### config.mk
export PLATFORM = sky130hd
export DESIGN_NAME = vms_sequencer
export DESIGN_NICKNAME = d
export VERILOG_FILES = /design/src/core/vms_pkg.sv /design/src/core/vms_sequencer.sv
export SDC_FILE = /design/constraint.sdc
export NUM_CORES = 1
export LEC_CHECK = 0
export ABC_AREA = 1
export BUFFER_PORTS_ARGS = -buffer_cell sky130_fd_sc_hd__buf_4
export CORE_AREA = 10 10 100 102
export CTS_CLUSTER_SIZE = 14
export DETAILED_ROUTE_END_ITERATION = 10
export DIE_AREA = 0 0 110 112
export PLACE_DENSITY_LB_ADDON = 0.1
export SLEW_MARGIN = 20
export SYNTH_ARGS = -nofsm -noshare
export SYNTH_HDL_FRONTEND = slang
export SYNTH_SLANG_ARGS = --single-unit
### constraint.sdc
create_clock -name mclk_in -period 1.7 [get_ports mclk_in]
set_clock_uncertainty 0.1 [all_clocks]
set_input_delay 0 -clock mclk_in [delete_from_list [all_inputs] [get_ports mclk_in]]
set_output_delay 0 -clock mclk_in [all_outputs]
set_load 0.01 [all_outputs]
### src/core/vms_pkg.sv
// Package for the virtualization mode sequencer: states, commands, widths.
// Assumes one core clock domain and a decoded instruction/event stream.
package vms_pkg;

  // Operating state of one logical processor
  typedef enum logic [1:0] {
    VMS_OUTSIDE,
    VMS_ROOT,
    VMS_NONROOT
  } vms_state_t;

  // Commands retired by the core toward the sequencer
  typedef enum logic [2:0] {
    VMS_CMD_NONE,
    VMS_CMD_ENTER,
    VMS_CMD_LEAVE,
    VMS_CMD_FIRST_ENTRY,
    VMS_CMD_REPEAT_ENTRY,
    VMS_CMD_MONITOR_CALL
  } vms_cmd_t;

  localparam int unsigned VMS_ADDR_W     = 64;
  localparam int unsigned VMS_CTX_W      = 16;
  localparam int unsigned VMS_CTRL_W     = 32;
  localparam int unsigned VMS_ENABLE_BIT = 13;
  localparam int unsigned VMS_PRIV_W     = 2;

  // Exit cause codes reported with each guest exit
  localparam logic [2:0] VMS_EXIT_NONE  = 3'h0;
  localparam logic [2:0] VMS_EXIT_CALL  = 3'h1;
  localparam logic [2:0] VMS_EXIT_TRAP  = 3'h2;
  localparam logic [2:0] VMS_EXIT_EVENT = 3'h3;
  localparam logic [2:0] VMS_EXIT_INIT  = 3'h4;

  // One retired instruction or command from the core
  typedef struct packed {
    logic                   valid;
    vms_cmd_t               cmd;
    logic [VMS_CTX_W-1:0]   ctx;
    logic                   trap_sel;
    logic [VMS_PRIV_W-1:0]  priv;
  } vms_req_t;

  // Redirect issued on a guest exit
  typedef struct packed {
    logic                   valid;
    logic [VMS_ADDR_W-1:0]  target;
    logic [2:0]             cause;
  } vms_redir_t;

endpackage

### src/core/vms_sequencer.sv
// Virtualization mode sequencer: tracks outside, root and non-root state.
// Assumes requests and events are synchronous to mclk_in, one per cycle.
`timescale 1ns/1ps
`default_nettype none

// Overview of operation
// - Separate root and non-root sub-states exist
// - Enter instruction moves outside to root
// - Guest entry in root moves to non-root
// - Guest exit returns non-root to root
// - Every exit redirects to monitor entry point
// - Monitor call, trapped ops, events cause exit
// - No software-visible non-root indication
// - Root behaves as outside, plus extras
// - Leave instruction exits virtualization entirely
// - One guest context at a time
// - Restrictions apply at every privilege level
// - Enter outside with enable bit clear faults
// - Soft init held in root, exits in non-root
module vms_sequencer
  import vms_pkg::*;
(
  input  wire logic                  mclk_in,
  input  wire logic                  rstn_in,
  input  wire vms_req_t              req_in,
  input  wire logic [VMS_CTRL_W-1:0] ctrl_reg_in,
  input  wire logic [VMS_ADDR_W-1:0] entry_point_in,
  input  wire logic                  exit_event_in,
  input  wire logic                  soft_init_in,
  output var  vms_state_t            state_out,
  output logic                       virt_instr_en_out,
  output logic                       ctrl_restrict_out,
  output logic                       in_virt_op_out,
  output logic                       ud_fault_out,
  output logic                       init_held_out,
  output logic                       init_deliver_out,
  output var  vms_redir_t            redir_out,
  output logic [VMS_CTX_W-1:0]       guest_ctx_out,
  output logic                       guest_restrict_out
);

  vms_state_t            state;
  vms_state_t            next_state;
  logic                  req_valid;
  logic                  is_entry;
  logic                  do_exit;
  logic [2:0]            next_cause;
  logic                  virt_en;

  assign req_valid = req_in.valid;
  assign virt_en   = ctrl_reg_in[VMS_ENABLE_BIT];
  assign is_entry  = req_valid && (req_in.cmd == VMS_CMD_FIRST_ENTRY ||
                                   req_in.cmd == VMS_CMD_REPEAT_ENTRY);

  // Exit cause in non-root; privilege level deliberately ignored
  always_comb begin
    do_exit    = 1'b0;
    next_cause = VMS_EXIT_NONE;
    if (state == VMS_NONROOT) begin
      if (soft_init_in) begin
        do_exit    = 1'b1;
        next_cause = VMS_EXIT_INIT;
      end else if (exit_event_in) begin
        do_exit    = 1'b1;
        next_cause = VMS_EXIT_EVENT;
      end else if (req_valid && req_in.cmd == VMS_CMD_MONITOR_CALL) begin
        do_exit    = 1'b1;
        next_cause = VMS_EXIT_CALL;
      end else if (req_valid && req_in.trap_sel) begin
        do_exit    = 1'b1;
        next_cause = VMS_EXIT_TRAP;
      end
    end
  end

  // Next-state selection
  always_comb begin
    next_state = state;
    unique case (state)
      VMS_OUTSIDE: begin
        if (req_valid && req_in.cmd == VMS_CMD_ENTER && virt_en) begin
          next_state = VMS_ROOT;
        end
      end
      VMS_ROOT: begin
        if (req_valid && req_in.cmd == VMS_CMD_LEAVE) begin
          next_state = VMS_OUTSIDE;
        end else if (is_entry) begin
          next_state = VMS_NONROOT;
        end
      end
      VMS_NONROOT: begin
        if (do_exit) begin
          next_state = VMS_ROOT;
        end
      end
      default: next_state = VMS_OUTSIDE;
    endcase
  end

  // State register, outside after reset
  always_ff @(posedge mclk_in) begin
    if (!rstn_in) begin
      state <= VMS_OUTSIDE;
    end else begin
      state <= next_state;
    end
  end

  // Enter outside with enable bit clear raises the opcode fault
  always_ff @(posedge mclk_in) begin
    if (!rstn_in) begin
      ud_fault_out <= 1'b0;
    end else begin
      ud_fault_out <= req_valid && req_in.cmd == VMS_CMD_ENTER && !virt_en
                      && state == VMS_OUTSIDE;
    end
  end

  // Redirect to the monitor's entry point, not the guest stream
  always_ff @(posedge mclk_in) begin
    if (!rstn_in) begin
      redir_out <= '0;
    end else begin
      redir_out.valid  <= do_exit;
      redir_out.cause  <= next_cause;
      if (do_exit) begin
        redir_out.target <= entry_point_in;
      end
    end
  end

  // Single guest context latched per entry
  always_ff @(posedge mclk_in) begin
    if (!rstn_in) begin
      guest_ctx_out <= '0;
    end else if (state == VMS_ROOT && is_entry) begin
      guest_ctx_out <= req_in.ctx;
    end
  end

  // Soft init: held in root, delivered normally outside
  always_ff @(posedge mclk_in) begin
    if (!rstn_in) begin
      init_held_out    <= 1'b0;
      init_deliver_out <= 1'b0;
    end else begin
      init_held_out    <= soft_init_in && state == VMS_ROOT;
      init_deliver_out <= soft_init_in && state == VMS_OUTSIDE;
    end
  end

  // Root keeps ordinary behaviour plus two extras
  assign virt_instr_en_out  = (state != VMS_OUTSIDE);
  assign ctrl_restrict_out  = (state != VMS_OUTSIDE);
  // Only this flag reaches software; it is the same in root and non-root
  assign in_virt_op_out     = (state != VMS_OUTSIDE);
  // Internal only, never routed to software-readable state
  assign guest_restrict_out = (state == VMS_NONROOT);
  assign state_out          = state;

  a_enter_to_root: assert property (@(posedge mclk_in) disable iff (!rstn_in)
    state == VMS_OUTSIDE && req_valid && req_in.cmd == VMS_CMD_ENTER && virt_en
    |=> state == VMS_ROOT) else $error("enter did not reach root");
  a_entry_to_guest: assert property (@(posedge mclk_in) disable iff (!rstn_in)
    state == VMS_ROOT && is_entry && req_in.cmd != VMS_CMD_LEAVE
    |=> state == VMS_NONROOT && guest_ctx_out == $past(req_in.ctx))
    else $error("guest entry failed");
  a_exit_to_root: assert property (@(posedge mclk_in) disable iff (!rstn_in)
    state == VMS_NONROOT && exit_event_in |=> state == VMS_ROOT && redir_out.valid)
    else $error("exit did not return to root");
  a_exit_redirect: assert property (@(posedge mclk_in) disable iff (!rstn_in)
    redir_out.valid |-> $past(state) == VMS_NONROOT && state == VMS_ROOT
    && redir_out.target == $past(entry_point_in)) else $error("bad redirect");
  a_call_exits: assert property (@(posedge mclk_in) disable iff (!rstn_in)
    state == VMS_NONROOT && req_valid && req_in.cmd == VMS_CMD_MONITOR_CALL
    |=> redir_out.valid) else $error("monitor call did not exit");
  a_leave_outside: assert property (@(posedge mclk_in) disable iff (!rstn_in)
    state == VMS_ROOT && req_valid && req_in.cmd == VMS_CMD_LEAVE
    |=> state == VMS_OUTSIDE) else $error("leave failed");
  a_enable_fault: assert property (@(posedge mclk_in) disable iff (!rstn_in)
    state == VMS_OUTSIDE && req_valid && req_in.cmd == VMS_CMD_ENTER && !virt_en
    |=> ud_fault_out && state == VMS_OUTSIDE) else $error("missing fault");
  a_init_root_held: assert property (@(posedge mclk_in) disable iff (!rstn_in)
    state == VMS_ROOT && soft_init_in |=> init_held_out && !redir_out.valid)
    else $error("init not held in root");
  a_init_guest_exit: assert property (@(posedge mclk_in) disable iff (!rstn_in)
    state == VMS_NONROOT && soft_init_in |=> redir_out.cause == VMS_EXIT_INIT)
    else $error("init did not exit guest");
  a_priv_ignored: assert property (@(posedge mclk_in) disable iff (!rstn_in)
    state == VMS_NONROOT && req_valid && req_in.trap_sel && req_in.priv == '0
    |=> state == VMS_ROOT) else $error("ring zero escaped trap");
  a_reset_outside: assert property (@(posedge mclk_in)
    !rstn_in |=> state == VMS_OUTSIDE && !in_virt_op_out)
    else $error("reset not outside");
  a_visible_same: assert property (@(posedge mclk_in) disable iff (!rstn_in)
    state != VMS_OUTSIDE |-> in_virt_op_out && virt_instr_en_out && ctrl_restrict_out)
    else $error("root extras missing");

endmodule

`default_nettype wire

==> results by group, run 1 <==
Outcome
  • Outcome: complete, no violations

Timing
  • RSZ-0062 raised after global routing: yes
  • F_max: 607 MHz
  • Slew @ Worst Pin: 325 ps
  • Max-slew violation count: 0
  • Slew headroom: 78.3%
  • Crit path time final: 1650 ps
  • Final Setup Violations: 0
  • Period utilization: 97.0%
  • Setup TNS: 0 ps
  • Final hold viol count: 0

Clock tree
  • Root Buffer: clkbuf_8
  • Clk_lat worst skew: 350 ps
  • Max clock buf depth: 2
  • # clock sinks: 89
  • Total CTS buffers: 9
  • H-tree depth: 3
  • Clock slew at reported path FFs: 90 ps
  • CTS tree: done
  • Setup Buffers After CTS: 0

Final layout
  • Area growth syn-to-layout: 78.1%
  • Fin area: 5840 sq um
  • Share of cells above drive strength 1: 33.3%
  • Diode count: 0
  • Fin nets: 793

Setup path
  • Critical Path AT: 1850 ps
  • Worst Reg2Reg Path Length in Cells: 5
  • Worst R2R Setup Slack: 50 ps
  • Worst EP required: 1900 ps
  • Worst-path cell chain: nor2_2 > buf_4 > nand3b_1 > a21oi_2 > dlygate4sd3_1
  • Worst Setup End Kind: flop
  • Slowest CP cell: dlygate4sd3_1
  • Reg2reg end: redir_out[0]
  • Crit Path Class: reg -> reg
  • CP peak stage delay: 560 ps
  • R2R Path Start: state_out[0]
  • Crit path to: redir_out[0]
  • Start point of the critical path: state_out[0]
  • Critical path startpoint category: flop
  • CP max FO: 7

Power and ir drop
  • Total Power: 0.00494 W
  • Sw frac: 24.1%
  • P_leak: 2.68 nW
  • Pwr Density: 847 nW/um^2
  • Internal Dissipation: 0.00375 W
  • Peak supply drop: 418 uV
  • Psw: 0.00119 W
  • Combinational share of power: 18.6%
  • Part of the power in registers: 45.1%
  • Clock Power Share: 36.3%

Die
  • Die Span X: 110 um
  • Boundary pin count: 216
  • Die H: 112 um
  • Row cnt: 33
  • DIE AREA: 12300 sq um
  • Initial core utilization: 40.7%
  • Core area: 8050 sq um

Routing
  • Avg Vias per Cell: 4.59
  • Routed via count: 3577
  • Drt drc: 0
  • WL per Instance: 15.0 um
  • Final ANT Viol Nets: 0
  • Wire length on met1: 4340 um
  • Drt total wl: 11700 um
  • DRT iter0 DRCs: 86
  • DRT Pass-1 Iters: 6
  • Top layer in use: met4
  • Met3 wire len: 1260 um
  • Met2 Wirelength: 5870 um

Logic synthesis
  • XOR/XNOR Fraction of Synth Area: 0%
  • Top cell type's share of synthesized area: 54.4%
  • Post-Syn Area per Cell: 8.11 sq um
  • Top cells by area, synth: dfxtp_1 (54%), nor2_1 (18%), o21ai_1 (11%), buf_6 (5.2%), nor2_2 (1.7%)
  • Post-synthesis simple-gate area fraction: 24.2%
  • Yosys cell types: 26
  • Ys Warns: 0
  • Main combinational cell family by area after synthesis: simple AND/OR/NAND/NOR gates
  • Synthesized net count: 527
  • Syn Inst Count: 404
  • Synthesized cell area: 3280 sq um
  • Post-synthesis sequential area ratio: 54.4%
  • Post-synthesis mux area share: 0%
  • Yosys top cell by area: dfxtp_1
  • Synth Area in Compound Gates: 13.3%
  • Register bit total from synthesis: 89
  • Post-Synth Adder-Cell Area: 0%

Worst hold path
  • Min-Delay Path Class: in -> reg

Place
  • Dpl hpwl: 7560 um
  • Final weighted congestion in routability-driven placement: 0.743
  • Port Buffer Count: 182
  • Cell Area, Placed: 4650 sq um

Global route
  • Total track usage: 18.8%
  • Largest net degree at the start of global routing: 51
  • First-pass GRT wire length: 18600 um
  • Number of global-route vias before repair: 3696
  • Initial antenna violation count: 0
  • Grt total ovfl: 0

Job
  • MaxCap Viol Count: 0
-- registers in the layout, summed over array words and instances, names as in the netlist --
signal	cells
state_out	2
init_held_out	1
redir_out	68
guest_ctx_out	16
ud_fault_out	1
init_deliver_out	1
-- through the flow --
| step | std cells | worst slack, ps | util [%] | hold WS [ps] |
|---|---|---|---|---|
| after floorplan | 404 | 218 | - | -23.9 |
| after global placement | 672 | 334 | 57.7 | 77.2 |
| after detailed placement | 672 | 322 | 57.7 | 78.6 |
| after CTS | 780 | 11.8 | 72.3 | 43.4 |
| after global routing | 780 | -51.0 | 72.5 | 84.1 |
| final | 780 | 51.5 | 72.5 | 76.7 |
-- layout by cell type, fill, tap and decap left out --
cell             n
dfxtp_1         88
clkinv_4         1
a21oi_1          3
o21ai_0         10
nor2_8           1
nor2_1         159
inv_1            9
inv_2            1
nand4_1          2
nand2_2          2
bufinv_16        3
clkbuf_8        11
buf_12           3
buf_4          186
nand3_2          1
nand3b_1         1
nand3_1          3
a21oi_2          2
nor3_1           1
clkbuf_1         1
a21boi_1         1
nand4_2          1
nor4_1           1
o21ai_1         70
nand2_1          9
dfxtp_2          1
buf_6            1
inv_4            1
dlygate4sd3_1   92
nor2_2          10
-- critical path, delay by kind of cell (launching register included) --
| kind | cells | cell delay [ps] |
|---|---|---|
| buffers and inverters | 2 | 700 |
| DFF | 1 | 380 |
| AOI/OAI and AO/OA | 1 | 150 |
| and+or+nand+nor | 2 | 290 |
-- Yosys cell counts (all sizes together) --
library cell / n
a21boi: 1
a21oi: 5
buf: 19
clkbuf: 8
dfxtp: 89
inv: 11
nand2: 11
nand3: 4
nand3b: 1
nand4: 3
nor2: 170
nor3: 1
nor4: 1
o21ai: 80
-- final cells by class --
class | count | area, sq um
inverter | 11 | 43.8
multi-input combinational | 277 | 1230
clock inverter | 4 | 98.8
timing repair buffer | 282 | 2390
clock buffer | 12 | 155
fill | 605 | 2220
tap | 105 | 131
sequential | 89 | 1780
-- kinds of logic after synthesis --
kind of cell,count (synthesis)
flip-flops,89
AO/OA/AOI/OAI,86
buffers and inverters,38
AND/OR/NAND/NOR,191
-- metal layers --
metal  GRT usage, %  vias up
li1               -     1824
met1           19.6     1609
met2           32.3      126
met3           8.36       18
met4           6.51        0
met5              0        -
-- worst min path at each step --
stage	startpoint	endpoint	slack (ps)	depth (start not counted)
global route	req_in[21]	state_out[1]	80	4
floorplan	ctrl_reg_in[13]	ud_fault_out	-20	1
CTS	req_in[21]	state_out[1]	40	4
finish	req_in[21]	state_out[1]	80	4
detailed placement	ctrl_reg_in[13]	ud_fault_out	80	2
global placement	ctrl_reg_in[13]	ud_fault_out	80	2
-- what timing repair did --
item | 4_1_cts | 5_1_grt
hold buffers | 92 | 0
hold endpoints to repair | 89 | 0
setup endpoints to repair | 0 | 2
gates resized for setup | 0 | 4
-- power groups by stage --
stage / Clock, W / Combinational (W) / Sequential [W]
after floorplan: 0 / 0.000319 / 0.00232
after global placement: 0 / 0.000730 / 0.00227
after detailed placement: 0 / 0.000741 / 0.00228
after CTS: 0.00183 / 0.000913 / 0.00223
after global routing: 0.00191 / 0.00101 / 0.00224
final: 0.00179 / 0.000919 / 0.00223
No activity file was read; power rests on OpenSTA's default activity.
==> inputs of run 2 (changes only) <==
- CORE_AREA: 10 10 100 102 -> 2 2 92 94
- DIE_AREA: 0 0 110 112 -> 0 0 94 96
==> results by group, run 2 (synthesis results as in run 1) <==
Global route
  • First-pass GRT wire length: 15400 um (-18%)
  • Largest net degree at the start of global routing: 36 (-29%)
  • Total track usage: 21.4% (+2.6 points)
  • Number of global-route vias before repair: 3292 (-11%)
  • Initial antenna violation count: 0 (unchanged)
  • Grt total ovfl: 0 (unchanged)

Setup path
  • Worst EP required: 1890 ps (about the same)
  • CP max FO: 3 (-4)
  • Worst Setup End Kind: flop
  • Critical Path AT: 1790 ps (-60 ps)
  • Crit Path Class: reg -> reg
  • Critical path startpoint category: flop

Outcome
  • Outcome: complete, no violations

Die
  • Die Span X: 94 um (-15%)
  • Core area: 8050 sq um (unchanged)
  • Boundary pin count: 216 (unchanged)
  • Die H: 96 um (-14%)
  • Row cnt: 33 (unchanged)
  • DIE AREA: 9020 sq um (-27%)
  • Initial core utilization: 40.7% (unchanged)

Power and ir drop
  • Sw frac: 24.0% (-0.16 points)
  • Psw: 0.00117 W (-2.0%)
  • Pwr Density: 841 nW/um^2 (-0.67%)
  • P_leak: 2.66 nW (-0.84%)
  • Clock Power Share: 35.7% (-0.6 points)
  • Peak supply drop: 446 uV (+6.7%)
  • Part of the power in registers: 45.8% (+0.7 points)
  • Combinational share of power: 18.5% (about the same)
  • Internal Dissipation: 0.00371 W (-1.1%)

Routing
  • Final ANT Viol Nets: 0 (unchanged)
  • DRT iter0 DRCs: 69 (-20%)
  • Top layer in use: met4
  • Drt drc: 0 (unchanged)
  • DRT Pass-1 Iters: 4 (-2)
  • Met2 Wirelength: 5040 um (-14%)
  • Drt total wl: 9960 um (-15%)
  • Met3 wire len: 647 um (-49%)
  • Routed via count: 3520 (-1.6%)
  • Wire length on met1: 4120 um (-5.0%)
  • Avg Vias per Cell: 4.53 (-1.2%)
  • WL per Instance: 12.8 um (-14%)

Timing
  • Final Setup Violations: 0 (unchanged)
  • Worst hold slack: 22.7 ps (-54.0 ps)
  • Slew headroom: 76.0% (-2.3 points)
  • Crit path time final: 1600 ps (-46.3 ps)
  • RSZ-0062 raised after global routing: yes
  • Setup TNS: 0 ps (unchanged)
  • Max-slew violation count: 0 (unchanged)
  • Period utilization: 94.3% (-2.7 points)
  • Slew @ Worst Pin: 359 ps (+34.5 ps)
  • F_max: 624 MHz (+2.9%)
  • Final critical-path setup slack: 97.7 ps (+46.3 ps)
  • Final hold viol count: 0 (unchanged)

Final layout
  • Fin cells: 777 (-0.38%)
  • Area growth syn-to-layout: 76.9%
  • Fill cells: 624 (+3.1%)
  • Reg with most FFs: redir_out
  • Multi-input logic area: 1240 sq um (+0.20%)
  • Most frequent cells in the layout: buf_4 (186), nor2_1 (159), dlygate4sd3_1 (89), dfxtp_1 (88), o21ai_1 (70)
  • Commonest non-fill, non-tap cell in the layout: buf_4
  • Fin nets: 790 (-0.38%)
  • Max FFs per register: 68 (unchanged)
  • Seq. cell area: 1780 sq um (unchanged)
  • Diode count: 0 (unchanged)
  • Share of cells above drive strength 1: 33.3% (unchanged)

Place
  • Final weighted congestion in routability-driven placement: 0.740 (-0.48%)
  • Pre-CTS setup slack: 287 ps (-35.7 ps)
  • Dpl hpwl: 6220 um (-18%)
  • Port Buffer Count: 182 (unchanged)
  • DP Cell Count: 672 (unchanged)

Clock tree
  • # clock sinks: 89 (unchanged)
  • Max clock buf depth: 2 (unchanged)
  • Clock slew at reported path FFs: 90 ps (about the same)
  • H-tree depth: 3 (unchanged)
  • CTS tree: done
  • Total CTS buffers: 9 (unchanged)
  • Clk_lat worst skew: 340 ps (about the same)
  • Root Buffer: clkbuf_8

Worst hold path
  • Min-Delay Path Class: in -> reg

Job
  • MaxCap Viol Count: 0 (unchanged)
-- run 2: path summary, 6_finish.rpt --
check	startpoint	end	depth (start not counted)	slack, ps
setup / recovery	state_out[1]	redir_out[0]	6	100
hold / removal	req_in[19]	state_out[0]	5	20
setup reg to reg	state_out[1]	redir_out[0]	6	100
hold reg to reg	redir_out[33]	redir_out[33]	2	390
-- run 2: through the flow --
step / area (sq um) / total power (W) / util, %
2_1_floorplan: 3280 / 0.00263 / -
3_3_place_gp: 4650 / 0.00299 / 57.7
3_5_place_dp: 4650 / 0.00301 / 57.7
4_1_cts: 5780 / 0.00490 / 71.8
5_1_grt: 5800 / 0.00511 / 72.0
6_report: 5800 / 0.00488 / 72.0
-- run 2: what timing repair did --
action                                  CTS  global route
hold buffers                             89             0
endpoints found under the hold margin    89             0
endpoints found under the setup margin    0             2
gates resized for setup                   0             4
buffers inserted                          0             0
-- run 2: per-layer routing --
metal | GRT usage [%] | vias to the layer above
met4 | 7.61 | 0
met1 | 25.0 | 1570
li1 | - | 1820
met5 | 0 | -
met2 | 38.0 | 117
met3 | 5.64 | 13
-- run 2: power groups by stage --
| stage | clock network, W | registers [W] | logic [W] |
|---|---|---|---|
| after detailed placement | 0 | 0.00228 | 0.000729 |
| after floorplan | 0 | 0.00232 | 0.000319 |
| after CTS | 0.00178 | 0.00223 | 0.000894 |
| after global placement | 0 | 0.00227 | 0.000717 |
| after global routing | 0.00188 | 0.00225 | 0.000981 |
| final | 0.00174 | 0.00223 | 0.000902 |
-- run 2: layout make-up --
class / instances / area share, %
clock buffer: 12 / 2.50
timing repair buffer: 279 / 40.7
tap: 105 / 2.27
inverter: 11 / 0.755
sequential: 89 / 30.8
multi-input combinational: 277 / 21.3
clock inverter: 4 / 1.70
-- run 2: worst max-delay path: stages (launching register included) --
cell           delay, ps
dfxtp_2              340
inv_1                 70
nor2_2               120
buf_4                140
nand3b_1              90
a21oi_1              140
dlygate4sd3_1        560
==> inputs of run 3 (changes only) <==
- BUFFER_PORTS_ARGS: -buffer_cell sky130_fd_sc_hd__buf_4 -> -buffer_cell sky130_fd_sc_hd__buf_2
==> results by group, run 3 (synthesis results as in run 1) <==
Outcome
  • Outcome: complete, no violations

Final layout
  • Reg with most FFs: redir_out
  • Max FFs per register: 68 (unchanged)
  • Most frequent cells in the layout: buf_2 (182), nor2_1 (159), dfxtp_1 (88), dlygate4sd3_1 (87), o21ai_1 (70)
  • Fill cells: 690 (+11%)
  • Seq. cell area: 1780 sq um (unchanged)
  • Multi-input logic area: 1240 sq um (unchanged)
  • Fin cells: 776 (-0.13%)
  • Share of cells above drive strength 1: 33.7% (+0.35 points)
  • Area growth syn-to-layout: 61.7%
  • Commonest non-fill, non-tap cell in the layout: buf_2
  • Diode count: 0 (unchanged)
  • Fin nets: 790 (unchanged)

Die
  • DIE AREA: 9020 sq um (unchanged)
  • Core area: 8050 sq um (unchanged)
  • Initial core utilization: 40.7% (unchanged)
  • Die H: 96 um (unchanged)
  • Boundary pin count: 216 (unchanged)
  • Die Span X: 94 um (unchanged)
  • Row cnt: 33 (unchanged)

Clock tree
  • # clock sinks: 89 (unchanged)
  • Max clock buf depth: 2 (unchanged)
  • Total CTS buffers: 9 (unchanged)
  • Clock slew at reported path FFs: 90 ps (about the same)
  • Clk_lat worst skew: 340 ps (about the same)
  • H-tree depth: 3 (unchanged)
  • Root Buffer: clkbuf_8
  • CTS tree: done

Routing
  • DRT iter0 DRCs: 76 (+10%)
  • WL per Instance: 12.2 um (-4.9%)
  • Drt total wl: 9470 um (-5.0%)
  • Routed via count: 3486 (-0.97%)
  • Drt drc: 0 (unchanged)
  • DRT Pass-1 Iters: 4 (unchanged)
  • Avg Vias per Cell: 4.49 (-0.84%)
  • Final ANT Viol Nets: 0 (unchanged)

Setup path
  • R2R Path Start: state_out[1]
  • CP peak stage delay: 570 ps (about the same)
  • Crit Path Class: reg -> reg
  • Worst R2R Setup Slack: 100 ps (about the same)
  • Buf+Inv Stages, Crit Path: 3 (unchanged)
  • Slowest CP cell: dlygate4sd3_1
  • Worst EP required: 1890 ps (about the same)
  • Worst-path cell chain: inv_1 > nor2_2 > buf_4 > nand3b_1 > a21oi_1 > dlygate4sd3_1
  • Reg2reg end: redir_out[0]
  • Critical Path AT: 1790 ps (about the same)
  • Critical path startpoint category: flop
  • CP max FO: 3 (unchanged)
  • Largest delay share family, worst path: buffers and inverters
  • Worst Reg2Reg Path Length in Cells: 6 (unchanged)
  • Worst Setup End Kind: flop

Timing
  • Crit path time final: 1600 ps (-1.73 ps)
  • RSZ-0062 raised after global routing: yes
  • Final Setup Violations: 0 (unchanged)
  • Period utilization: 94.2% (-0.10 points)
  • F_max: 625 MHz (+0.11%)
  • Setup TNS: 0 ps (unchanged)
  • Final hold viol count: 0 (unchanged)
  • Slew @ Worst Pin: 543 ps (+184 ps)
  • Slew headroom: 63.8% (-12 points)
  • Worst hold slack: 20.3 ps (-2.41 ps)
  • Max-slew violation count: 0 (unchanged)

Global route
  • First-pass GRT wire length: 14500 um (-5.5%)
  • Number of global-route vias before repair: 3210 (-2.5%)
  • Total track usage: 20.4% (-0.97 points)
  • Grt total ovfl: 0 (unchanged)
  • Largest net degree at the start of global routing: 37 (+2.8%)
  • Initial antenna violation count: 0 (unchanged)

Place
  • Dpl hpwl: 5800 um (-6.7%)
  • Port Buffer Count: 182 (unchanged)
  • Final weighted congestion in routability-driven placement: 0.751 (+1.5%)
  • DP Cell Count: 674 (+0.30%)

Worst hold path
  • Hold Path End: state_out[0]
  • Number of cells on the worst hold path: 5 (unchanged)
  • HP Start: req_in[19]
  • Min-Delay Path Class: in -> reg

Power and ir drop
  • Pwr Density: 856 nW/um^2 (+1.7%)
  • P_leak: 2.57 nW (-3.2%)
  • Peak supply drop: 564 uV (+26%)

Job
  • MaxCap Viol Count: 0 (unchanged)
-- run 3: through the flow --
stage	util (%)	instance area (sq um)	setup WS (ps)	power, W
2_1_floorplan	-	3280	218	0.00263
3_3_place_gp	52.3	4210	324	0.00287
3_5_place_dp	52.3	4210	296	0.00288
4_1_cts	65.7	5290	64.3	0.00458
5_1_grt	65.8	5300	-15.8	0.00477
6_report	65.8	5300	99.4	0.00453
-- run 3: layout make-up --
class                           count  share of cell area [%]
Multi-Input combinational cell    277                    23.4
Timing Repair Buffer              279                    35.7
Tap cell                          105                    2.48
Inverter                           11                   0.826
Clock inverter                      5                    1.53
Sequential cell                    89                    33.6
Clock buffer                       10                    2.41
-- run 3: timing repair --
action | 4_1_cts | 5_1_grt
gates resized for setup | 0 | 3
hold endpoints to repair | 88 | 0
hold buffers | 87 | 0
setup buffers | 0 | 0
setup endpoints to repair | 0 | 2
-- run 3: power by group --
group | internal (W) | switching (W)
registers | 0.00217 | 0.0000512
clock network | 0.000821 | 0.000713
logic | 0.000392 | 0.000381
total | 0.00339 | 0.00115
-- run 3: worst max-delay path by stage --
stage	startpoint	end	cells after the start
floorplan	state_out[1]	redir_out[10]	7
global placement	state_out[1]	redir_out[38]	7
detailed placement	state_out[1]	redir_out[61]	7
CTS	state_out[1]	redir_out[0]	6
global route	state_out[0]	ud_fault_out	4
finish	state_out[1]	redir_out[0]	6
-- run 3: worst min-delay path, cell delays in order --
cell	delay, ps
buf_2	140
nand4_1	90
nand2_1	50
nand3_1	80
a21oi_1	60
-- run 3: layer usage --
metal	vias to the layer above	share of wire [%]	track usage (%)
met4	0	1.6	8.57
met5	-	0	0
li1	1810	-	-
met2	115	51	37.9
met1	1548	41	21.9
met3	13	6.4	5.56
